--- src/logic/csp_defs.svh ---
// Constants of the core stack and pointer support block.
// Assumes inclusion by bare name from package and modules.
`ifndef CSP_DEFS_SVH
`define CSP_DEFS_SVH

// ----------------------------------------
// Return stack
// ----------------------------------------
`define CSP_STACK_DEPTH 16
`define CSP_STACK_WIDTH 15
`define CSP_STACK_AW 4
`define CSP_COUNT_WIDTH 5

// ----------------------------------------
// Pointers and memory map
// ----------------------------------------
`define CSP_PTR_WIDTH 16
`define CSP_PTR_COUNT 2
`define CSP_PROG_BIT 15
`define CSP_FILE_AW 12
`define CSP_LIN_BASE 16'h2000
`define CSP_LIN_TOP 16'h29AF
`define CSP_LIN_CHUNK 13'h0050
`define CSP_GPR_OFFSET 14'h0020
`define CSP_BANK_BITS 5

// ----------------------------------------
// Core context and instruction set
// ----------------------------------------
`define CSP_CTX_WIDTH 40
`define CSP_INSN_COUNT 6'h32
`define CSP_STAT_OVF_BIT 7
`define CSP_STAT_UNF_BIT 6

`endif

--- src/logic/csp_pkg.sv ---
// Types shared by the core stack and pointer support block.
// Assumes csp_defs.svh is on the include path.
`include "csp_defs.svh"

package csp_pkg;

	typedef enum logic [1:0] {
		CSP_MODE_DIRECT = 2'b00,
		CSP_MODE_INDIRECT = 2'b01,
		CSP_MODE_RELATIVE = 2'b10
	} csp_mode_type;

	typedef enum logic {
		CSP_PH_IDLE = 1'b0,
		CSP_PH_FETCH = 1'b1
	} csp_phase_type;

	typedef logic [`CSP_CTX_WIDTH-1:0] csp_ctx_type;

	typedef struct packed {
		logic [`CSP_COUNT_WIDTH-1:0] count;
		logic ovf;
		logic unf;
		logic soft_rst;
		logic pop_valid;
		csp_ctx_type shadow;
		logic restore;
		logic [`CSP_PTR_COUNT-1:0][`CSP_PTR_WIDTH-1:0] ptr;
		csp_phase_type phase;
		logic [`CSP_STACK_WIDTH-1:0] pend;
		logic ea_valid;
		logic [`CSP_FILE_AW-1:0] ea_file;
		logic ea_prog;
		logic [`CSP_STACK_WIDTH-1:0] ea_prog_addr;
		logic illegal;
	} csp_state_type;

	typedef struct packed {
		logic [`CSP_STACK_DEPTH-1:0][`CSP_STACK_WIDTH-1:0] words;
		logic [`CSP_STACK_WIDTH-1:0] rdata;
	} csp_mem_state_type;

endpackage

--- src/logic/csp_stack_if.sv ---
// Port bundle between the support block and its stack storage.
// Assumes both ends run on the same clock.
`timescale 1ns/1ps
`include "csp_defs.svh"

interface csp_stack_if;
	logic we;
	logic [`CSP_STACK_AW-1:0] waddr;
	logic [`CSP_STACK_WIDTH-1:0] wdata;
	logic re;
	logic [`CSP_STACK_AW-1:0] raddr;
	logic [`CSP_STACK_WIDTH-1:0] rdata;

	modport ctrl (output we, output waddr, output wdata, output re, output raddr, input rdata);
	modport mem (input we, input waddr, input wdata, input re, input raddr, output rdata);
endinterface

--- src/logic/csp_core_support.sv ---
// Return stack, interrupt shadow context and indirect pointers of the CPU core.
// Assumes single-clock core logic driving all requests as one-cycle pulses.
`timescale 1ns/1ps
`include "csp_defs.svh"

module csp_core_support #(
	parameter int DEPTH = `CSP_STACK_DEPTH,
	parameter int WIDTH = `CSP_STACK_WIDTH
) (
	// Clock and reset
	input wire logic clock_i,
	input wire logic rstn_i,
	// Return stack
	input wire logic push_i,
	input wire logic pop_i,
	input wire logic [WIDTH-1:0] push_addr_i,
	output logic pop_valid_o,
	output logic [WIDTH-1:0] pop_addr_o,
	// Fault flags and reset
	input wire logic stack_fault_reset_enable_i,
	input wire logic ovf_clear_i,
	input wire logic unf_clear_i,
	output logic stack_overflow_flag_o,
	output logic stack_underflow_flag_o,
	output logic [7:0] status_o,
	output logic soft_reset_o,
	// Interrupt context
	input wire logic irq_entry_i,
	input wire logic irq_return_i,
	input wire csp_pkg::csp_ctx_type ctx_i,
	output logic restore_o,
	output csp_pkg::csp_ctx_type ctx_o,
	// Pointer write and readback
	input wire logic ptr_wr_i,
	input wire logic ptr_wsel_i,
	input wire logic [`CSP_PTR_WIDTH-1:0] ptr_wdata_i,
	output logic [`CSP_PTR_WIDTH-1:0] ptr0_o,
	output logic [`CSP_PTR_WIDTH-1:0] ptr1_o,
	// Operand address requests
	input wire logic req_i,
	input wire csp_pkg::csp_mode_type mode_i,
	input wire logic [5:0] opcode_i,
	input wire logic [8:0] operand_i,
	input wire logic [`CSP_BANK_BITS-1:0] bank_i,
	input wire logic [WIDTH-1:0] pc_i,
	input wire logic ptr_sel_i,
	output logic busy_o,
	output logic ea_valid_o,
	output logic [`CSP_FILE_AW-1:0] ea_file_o,
	output logic ea_prog_o,
	output logic [WIDTH-1:0] ea_prog_addr_o,
	output logic illegal_o
);
	import csp_pkg::*;

	csp_state_type st_q;
	csp_state_type st_d;
	csp_stack_if stk ();

	logic full;
	logic empty;
	assign full = st_q.count == `CSP_COUNT_WIDTH'(DEPTH);
	assign empty = st_q.count == '0;

	// ----------------------------------------
	// Stack storage
	// ----------------------------------------
	assign stk.we = push_i && !full;
	assign stk.waddr = st_q.count[`CSP_STACK_AW-1:0];
	assign stk.wdata = push_addr_i;
	assign stk.re = pop_i && !push_i && !empty;
	assign stk.raddr = `CSP_STACK_AW'(st_q.count - 1'b1);

	csp_stack_mem u_mem (
		.clock_i(clock_i),
		.rstn_i(rstn_i),
		.stk(stk)
	);

	// ----------------------------------------
	// Next state
	// ----------------------------------------
	always_comb begin
		logic [`CSP_PTR_WIDTH-1:0] pv;
		logic [12:0] lin_off;
		logic [6:0] lin_bank;
		logic [6:0] lin_rem;
		pv = st_q.ptr[ptr_sel_i];
		lin_off = 13'(pv - `CSP_LIN_BASE);
		lin_bank = 7'(lin_off / `CSP_LIN_CHUNK);
		lin_rem = 7'(lin_off % `CSP_LIN_CHUNK);
		st_d = st_q;
		st_d.soft_rst = 1'b0;
		st_d.pop_valid = 1'b0;
		st_d.restore = 1'b0;
		st_d.ea_valid = 1'b0;
		st_d.illegal = 1'b0;
		// Clears first so a fault in the same cycle wins
		if (ovf_clear_i) begin
			st_d.ovf = 1'b0;
		end
		if (unf_clear_i) begin
			st_d.unf = 1'b0;
		end
		// Simultaneous push and pop: push is served, pop dropped
		if (push_i) begin
			if (full) begin
				st_d.ovf = 1'b1;
				st_d.soft_rst = stack_fault_reset_enable_i;
			end else begin
				st_d.count = st_q.count + 1'b1;
			end
		end else if (pop_i) begin
			if (empty) begin
				st_d.unf = 1'b1;
				st_d.soft_rst = stack_fault_reset_enable_i;
			end else begin
				st_d.count = st_q.count - 1'b1;
				st_d.pop_valid = 1'b1;
			end
		end
		if (irq_entry_i) begin
			st_d.shadow = ctx_i;
		end else if (irq_return_i) begin
			st_d.restore = 1'b1;
		end
		if (ptr_wr_i) begin
			st_d.ptr[ptr_wsel_i] = ptr_wdata_i;
		end
		// Requests during the extra fetch cycle are ignored
		if (st_q.phase == CSP_PH_FETCH) begin
			st_d.phase = CSP_PH_IDLE;
			st_d.ea_valid = 1'b1;
			st_d.ea_prog = 1'b1;
			st_d.ea_prog_addr = st_q.pend;
		end else if (req_i) begin
			if (opcode_i >= `CSP_INSN_COUNT) begin
				st_d.illegal = 1'b1;
			end else begin
				unique case (mode_i)
					CSP_MODE_DIRECT: begin
						st_d.ea_valid = 1'b1;
						st_d.ea_prog = 1'b0;
						st_d.ea_file = {bank_i, operand_i[6:0]};
					end
					CSP_MODE_INDIRECT: begin
						if (pv[`CSP_PROG_BIT]) begin
							st_d.phase = CSP_PH_FETCH;
							st_d.pend = pv[WIDTH-1:0];
						end else begin
							st_d.ea_valid = 1'b1;
							st_d.ea_prog = 1'b0;
							if (pv >= `CSP_LIN_BASE && pv <= `CSP_LIN_TOP) begin
								st_d.ea_file = `CSP_FILE_AW'(14'({lin_bank, 7'h00}) + `CSP_GPR_OFFSET
									+ 14'(lin_rem));
							end else if (pv < `CSP_LIN_BASE) begin
								st_d.ea_file = pv[`CSP_FILE_AW-1:0];
							end else begin
								// Unmapped pointer range lands on address zero
								st_d.ea_file = '0;
							end
						end
					end
					CSP_MODE_RELATIVE: begin
						st_d.ea_valid = 1'b1;
						st_d.ea_prog = 1'b1;
						st_d.ea_prog_addr = WIDTH'(pc_i + {{(WIDTH-9){operand_i[8]}}, operand_i});
					end
					default: begin
						st_d.illegal = 1'b1;
					end
				endcase
			end
		end
	end

	always_ff @(posedge clock_i or negedge rstn_i) begin
		if (!rstn_i) begin
			st_q <= '0;
		end else begin
			st_q <= st_d;
		end
	end

	// ----------------------------------------
	// Outputs
	// ----------------------------------------
	assign pop_valid_o = st_q.pop_valid;
	assign pop_addr_o = stk.rdata;
	assign stack_overflow_flag_o = st_q.ovf;
	assign stack_underflow_flag_o = st_q.unf;
	assign status_o = {st_q.ovf, st_q.unf, 6'h00};
	assign soft_reset_o = st_q.soft_rst;
	assign restore_o = st_q.restore;
	assign ctx_o = st_q.shadow;
	assign ptr0_o = st_q.ptr[0];
	assign ptr1_o = st_q.ptr[1];
	assign busy_o = st_q.phase == CSP_PH_FETCH;
	assign ea_valid_o = st_q.ea_valid;
	assign ea_file_o = st_q.ea_file;
	assign ea_prog_o = st_q.ea_prog;
	assign ea_prog_addr_o = st_q.ea_prog_addr;
	assign illegal_o = st_q.illegal;
endmodule // csp_core_support

--- src/logic/csp_stack_mem.sv ---
// Dedicated return stack storage with registered read data.
// Assumes the controller never reads and writes one word at once.
`timescale 1ns/1ps
`include "csp_defs.svh"

module csp_stack_mem (
	// Clock and reset
	input wire logic clock_i,
	input wire logic rstn_i,
	// Storage port
	csp_stack_if.mem stk
);
	import csp_pkg::*;

	csp_mem_state_type st_q;
	csp_mem_state_type st_d;

	always_comb begin
		st_d = st_q;
		if (stk.we) begin
			st_d.words[stk.waddr] = stk.wdata;
		end
		if (stk.re) begin
			st_d.rdata = st_q.words[stk.raddr];
		end
	end

	always_ff @(posedge clock_i or negedge rstn_i) begin
		if (!rstn_i) begin
			st_q <= '0;
		end else begin
			st_q <= st_d;
		end
	end

	assign stk.rdata = st_q.rdata;
endmodule // csp_stack_mem

--- config.mk ---
export PLATFORM = sky130hd
export DESIGN_NAME = csp_core_support
export DESIGN_NICKNAME = d
export VERILOG_FILES = /design/src/logic/csp_pkg.sv /design/src/logic/csp_stack_if.sv /design/src/logic/csp_core_support.sv /design/src/logic/csp_stack_mem.sv
export VERILOG_INCLUDE_DIRS = /design/src /design/src/logic
export SDC_FILE = /design/constraint.sdc
export NUM_CORES = 1
export LEC_CHECK = 0
export BUFFER_PORTS_ARGS = -buffer_cell sky130_fd_sc_hd__buf_2
export CAP_MARGIN = 0
export CORE_MARGIN = 8
export CORE_UTILIZATION = 40
export DETAILED_ROUTE_END_ITERATION = 7
export PLACE_DENSITY_LB_ADDON = 0.3
export SYNTH_ARGS = -nofsm -noshare
export SYNTH_HDL_FRONTEND = slang
export SYNTH_SLANG_ARGS = --single-unit
--- constraint.sdc ---
create_clock -name clock_i -period 3.8 [get_ports clock_i]
set_input_delay 0.76 -clock clock_i [delete_from_list [all_inputs] [get_ports clock_i]]
set_output_delay 0.76 -clock clock_i [all_outputs]
set_load 0.05 [all_outputs]
==> out/metrics.yaml, run 1 <==
setup.worst_path.start_class: "input pin"
gr-total-overflow: 0
grt_pass1_wl_um: 76300
synth_area_per_cell_um2: 12.6
synth_edf_count: 0
cts_tree: "built"
wl_per_cell_um: 20.0
viasPerCell: 5.32
synth_top_flop_cell: "dfrtp_1"
die_x_um: 236
yosys_warnings: 0
rrSetupSlack_ps: 190
worstPathMaxFanout: 9
reg2regPathDepth: 14
fmaxAchievable_mhz: 274
antenna_found_initial: 1
fin_nets: 1878
crit_start: "ptr_sel_i"
arrival_ps: 4100
cts_setup_buffers: 0
rsz0062_at_grt: "false"
worstPathRequired_ps: 4250
ctsHoldBuffers: 0
tightest_slew_ps: 1160
port-buffer-count: 244
clkLatencyLatePin_ps: 580
vias: 12700
outcome: "finished, final reports clean"
drtAntennaViolNets: 0
slew_headroom_pct: 22.5
fin_util_pct: 47.5
core_area_um2: 47700
drv_slew: 0
rows: 80
dieArea_um2: 55700
grt_use_total_pct: 16.9
area_delta_synth_final_pct: 17.2
hold_viol: 0
cts-resized-gates: 0
final_common_cell: "dfrtp_1"
synth_seq_cells: 383
drv_cap: 0
final.setup.worst_slack_ps: 151
worst_hold_slack_ps: 195
cts_buffers: 44
nFillCells: 4251
p_leak_nw: 10.3
hpwl_um: 33700
syn_inst: 1535
place_ws_ps: -506
place_congestion: 0.877
r2r-start: "ptr1_o[10]"
finalSetupViolations: 0
routed_wl_um: 47700
io_pins: 252
r2r_end: "ea_file_o[11]"
hp-class: "in -> async"
worstSetupPathType: "in -> reg"
cts_root_buf: "clkbuf_16"
grt_pass1_vias: 13200
finClkSkew_ps: 27.8
final.period_utilization_pct: 96.0
power_density_nw_per_um2: 827
ys_seq_area_share_pct: 49.5
mostFrequentLayoutCells: "dfrtp_1, mux2_2, buf_2"
ys_types: 73
async_reset_ff_share_pct: 100
setup_tns_ps: 0
drt_iter0_markers: 736
clk_pin_slew_worst_paths_ps: 60
worst_setup_path_end_kind: "flip-flop"
clock-sinks: 383
syn_area_um2: 19400
drc_errors: 0
clockBufferDepth: 3
htreeDepth: 2
grt_max_degree: 93
drive_above_1_share_pct: 48.9
peakVddDrop_mv: 0.477
die_y_um: 236
firstDrtPassIters: 5
initial_utilization_pct: 40.5
fin_crit_ps: 3650
==> Yosys cell counts, drive strengths merged (5+ instances only) <==
cell    instances  share of area [%]
nor2b           8               0.26
a21oi          68                1.8
dfrtp         383                 50
nor4            5               0.16
nor3           20               0.52
inv            11               0.21
o21ai          57                1.5
clkbuf         82                1.6
a31oi          10               0.36
nor2           67                1.3
o22ai           8               0.26
a21o            5               0.19
mux2i          36                2.0
nand2          76                1.5
buf           139                5.3
a22oi           5               0.19
o21a           10               0.39
mux2          338                 20
ha             20                1.3
o311ai          6               0.27
xor2            8               0.36
mux4           60                7.0
nand4          13               0.42
nand2b          8               0.26
o21bai          7               0.27
nand3          20               0.52
xnor2          15               0.78
==> cell type report <==
cell class	count	area, um2	area share, %
antenna	1	2.50	0.0110
inverter	11	41.3	0.182
timing repair buffer	371	2290	10.1
sequential	383	9590	42.3
tap	615	769	3.39
clock buffer	59	1230	5.42
multi-input combinational	925	8540	37.7
clock inverter	19	221	0.976
==> worst max-delay path, cell delays in order <==
cell and delay (ps):
clkbuf_4 180, buf_4 170, mux2i_1 270, nand2_2 110, a21o_1 180, a311o_1 340, o2111ai_1 190, a21o_1 270
xnor2_2 130, nor3_1 150, a21oi_1 60, or3_1 360, o21ai_1 100, ha_2 190, and4_1 200, o22ai_1 90
o32a_1 330
==> report_power, final <==
group          switching (mW)  internal (mW)
clock network            1.72           2.49
logic                    4.05           3.94
registers               0.879           5.68
==> per-layer routing <==
layer / routed length, um / GRT usage [%]
met5: 0 / 0
met4: 752 / 4.07
met3: 2110 / 3.35
met2: 22800 / 27.5
met1: 22000 / 23.2
==> how the worst max path moves through the flow <==
stage | to | slack (ps) | cells after the start
2_1_floorplan | ea_file_o[11] | -220 | 16
3_3_place_gp | ea_file_o[11] | -470 | 15
3_5_place_dp | ea_file_o[11] | -510 | 16
4_1_cts | ea_file_o[11] | 100 | 16
5_1_grt | ea_file_o[6] | 7 | 18
6_report | ea_file_o[11] | 150 | 17
==> flip-flops by register name, summed over array words and instances (netlist names) <==
signal and flops:
busy_o 1, ctx_o 40, ea_file_o 12, ea_prog_addr_o 15
ea_prog_o 1, ea_valid_o 1, illegal_o 1, pop_valid_o 1
ptr0_o 16, ptr1_o 16, restore_o 1, soft_reset_o 1
st_q 20, stack_overflow_flag_o 1, stack_underflow_flag_o 1, u_mem.st_q 240
u_mem.stk.rdata 15
==> through the flow <==
step / area [um2] / cells / power [mW]
after floorplan: 19400 / 1540 / 12.6
after global placement: 21200 / 2305 / 14.4
after detailed placement: 21200 / 2305 / 14.7
after CTS: 22600 / 2383 / 19.0
after global routing: 22700 / 2384 / 19.8
final: 22700 / 2384 / 18.8
==> cells by family after synthesis <==
kind of cell / synth area share [%]
flops: 49.5
simple gates: 5.54
other cells: 0.0194
fa+ha+maj: 1.40
xor+xnor: 1.14
buf+inv: 7.08
compound gates: 6.66
mux: 28.7
Power figures use the tool's default switching activity.
==> inputs of run 2 (changes only) <==
--- a/config.mk
+++ b/config.mk
@@ -11,6 +11,7 @@
 export CORE_MARGIN = 8
 export CORE_UTILIZATION = 40
 export DETAILED_ROUTE_END_ITERATION = 7
+export GPL_TIMING_DRIVEN = 0
 export PLACE_DENSITY_LB_ADDON = 0.3
 export SYNTH_ARGS = -nofsm -noshare
 export SYNTH_HDL_FRONTEND = slang
==> constraint.sdc (replaced) <==
create_clock -name clock_i -period 3.8 [get_ports clock_i]
set_input_delay 0.19 -clock clock_i [delete_from_list [all_inputs] [get_ports clock_i]]
set_output_delay 0.19 -clock clock_i [all_outputs]
set_load 0.05 [all_outputs]
==> run 2 against run 1 <==
Net effect:
- hold slack got worse by 160 ps
- critical path depth decreased by 1
- register-to-register slack got worse by 130 ps
- clock power increased by 2%
- critical endpoint unchanged
- non-clock buffer count increased by 194
- design area increased by 6.2%
==> out/metrics.yaml, run 2 (synthesized netlist as in run 1, its figures left out) <==
peakVddDrop_mv: 0.429  # -10%
grt_pass1_wl_um: 81500  # +6.8%
clk_pin_slew_worst_paths_ps: 60  # about the same
nFillCells: 4123  # -3.0%
largest_reg_flops: 240  # unchanged
fin_area_um2: 24100  # +6.2%
dr_wl_met2_um: 25100  # +9.8%
fmaxAchievable_mhz: 267  # -2.4%
place_congestion: 0.857  # -2.3%
hpwl_um: 35800  # +6.4%
regMostFlops: "u_mem.st_q"
drv_slew: 0  # unchanged
die_x_um: 236  # unchanged
viasPerCell: 5.26  # -1.1%
met1_length_um: 22000  # +0.15%
routed_wl_um: 50800  # +6.6%
path_buf_inv: 2  # unchanged
worst_setup_path_end_kind: "flip-flop"
rsz0062_at_grt: "true"
antenna_cells: 0  # -1
drt_iter0_markers: 787  # +6.9%
drc_errors: 0  # unchanged
rows: 80  # unchanged
wl_per_cell_um: 19.7  # -1.4%
tightest_slew_ps: 1090  # -69.7 ps
worstSetupPathType: "reg -> reg"
grt_pass1_vias: 14600  # +10%
fin_crit_ps: 3740  # +90.3 ps
mostFrequentLayoutCells: "dfrtp_1, mux2_2, buf_2"
port-buffer-count: 240  # -1.6%
core_area_um2: 47700  # unchanged
crit_chain: "mux2_4 > buf_4 > nand3_1 > nor3_1 > or4_4 > a31oi_4 > a21oi_2 > or2_1 > buf_6 > nor3_1 > a31oi_1 > o22ai_2 > ha_2 > and4_1 > o22ai_1 > o32a_1"
dr_wl_met3_um: 2380  # +13%
crit_family: "simple AND/OR/NAND/NOR gates"
crit_slowest_cell: "or4_4"
cts_buffers: 43  # -2.3%
clock-sinks: 383  # unchanged
hold_viol: 0  # unchanged
p_leak_nw: 10.9  # +6.2%
clockBufferDepth: 3  # unchanged
grt_use_total_pct: 18.1  # +1.1 points
hp-class: "in -> reg"
antenna_found_initial: 1  # unchanged
worstPathRequired_ps: 4260  # about the same
power_density_nw_per_um2: 795  # -3.8%
grt_max_degree: 120  # +29%
gr-total-overflow: 0  # unchanged
cts_tree: "built"
placed_area_um2: 21400  # +1.2%
outcome: "finished, final reports clean"
setup.worst_path.start_class: "flip-flop"
finalSetupViolations: 0  # unchanged
cts_root_buf: "clkbuf_16"
worstPathMaxFanout: 10  # +1
drtAntennaViolNets: 0  # unchanged
initial_utilization_pct: 40.5  # unchanged
worst_hold_slack_ps: 31.6  # -163 ps
area_delta_synth_final_pct: 24.4
final_common_cell: "dfrtp_1"
io_pins: 252  # unchanged
drive_above_1_share_pct: 46.0  # -2.8 points
slowest_delay_ps: 490  # +130 ps
firstDrtPassIters: 5  # unchanged
top_layer_used: "met4"
finClkSkew_ps: 30.6  # +2.81 ps
htreeDepth: 2  # unchanged
dieArea_um2: 55700  # unchanged
slew_headroom_pct: 25.3  # +2.8 points
fin_nets: 2071  # +10%
die_y_um: 236  # unchanged
clkLatencyLatePin_ps: 580  # about the same
cp_common_cell: "nor3_1"
drv_cap: 0  # unchanged
vias: 13500  # +6.9%
arrival_ps: 4200  # +100 ps
final.period_utilization_pct: 98.4  # +2.4 points
-- run 2: path summary, 6_finish.rpt --
check	start	end	slack (ps)	cells after the start
min in group asynchronous	rstn_i	ptr1_o[13]	110	2
hold reg to reg	u_mem.stk.rdata[0]	u_mem.stk.rdata[0]	490	2
max in group asynchronous	rstn_i	u_mem.stk.rdata[2]	2740	3
setup reg to reg	ptr0_o[9]	ea_file_o[11]	60	16
setup / recovery	ptr0_o[9]	ea_file_o[11]	60	16
hold / removal	push_addr_i[0]	u_mem.st_q[45]	30	2
-- run 2: routing by layer --
metal / global-route usage, % / vias to the layer above
met2: 30.8 / 342
met1: 23.0 / 6889
met4: 6.24 / 0
li1: - / 6230
met3: 3.17 / 87
met5: 0 / -
-- run 2: layout make-up --
class	instances	area, um2	share of cell area [%]
multi-input cells	925	8570	35.6
well taps	615	769	3.19
inverters	11	41.3	0.171
clock inverters	12	196	0.815
plain buffers	221	1370	5.67
repair buffers	344	2270	9.42
flip-flops and latches	383	9580	39.8
clock buffers	66	1290	5.36
-- run 2: through the flow --
stage / setup WS, ps / instances / TNS (ps) / utilization (%) / total power, mW
global placement: -4960 / 2395 / -1892110 / 44.7 / 14.4
floorplan: 193 / 1540 / 0 / - / 12.5
detailed placement: -733 / 2398 / -15090 / 44.9 / 14.7
global route: -124 / 2577 / -131 / 50.5 / 20.2
CTS: 11.9 / 2571 / 0 / 50.1 / 19.2
finish: 60.2 / 2577 / 0 / 50.5 / 19.1
-- run 2: timing repair --
| action | in CTS | in global routing |
|---|---|---|
| endpoints found under the setup margin | 52 | 20 |
| setup buffers | 8 | 6 |
| hold buffers | 87 | 0 |
| hold endpoints to repair | 212 | 0 |
| gates resized for setup | 26 | 39 |
| pin swaps | 4 | 7 |
-- run 2: report_power, final --
group	internal, mW	switching, mW
combinational	4.03	4.31
sequential	5.68	0.819
clock	2.57	1.74
total	12.3	6.87
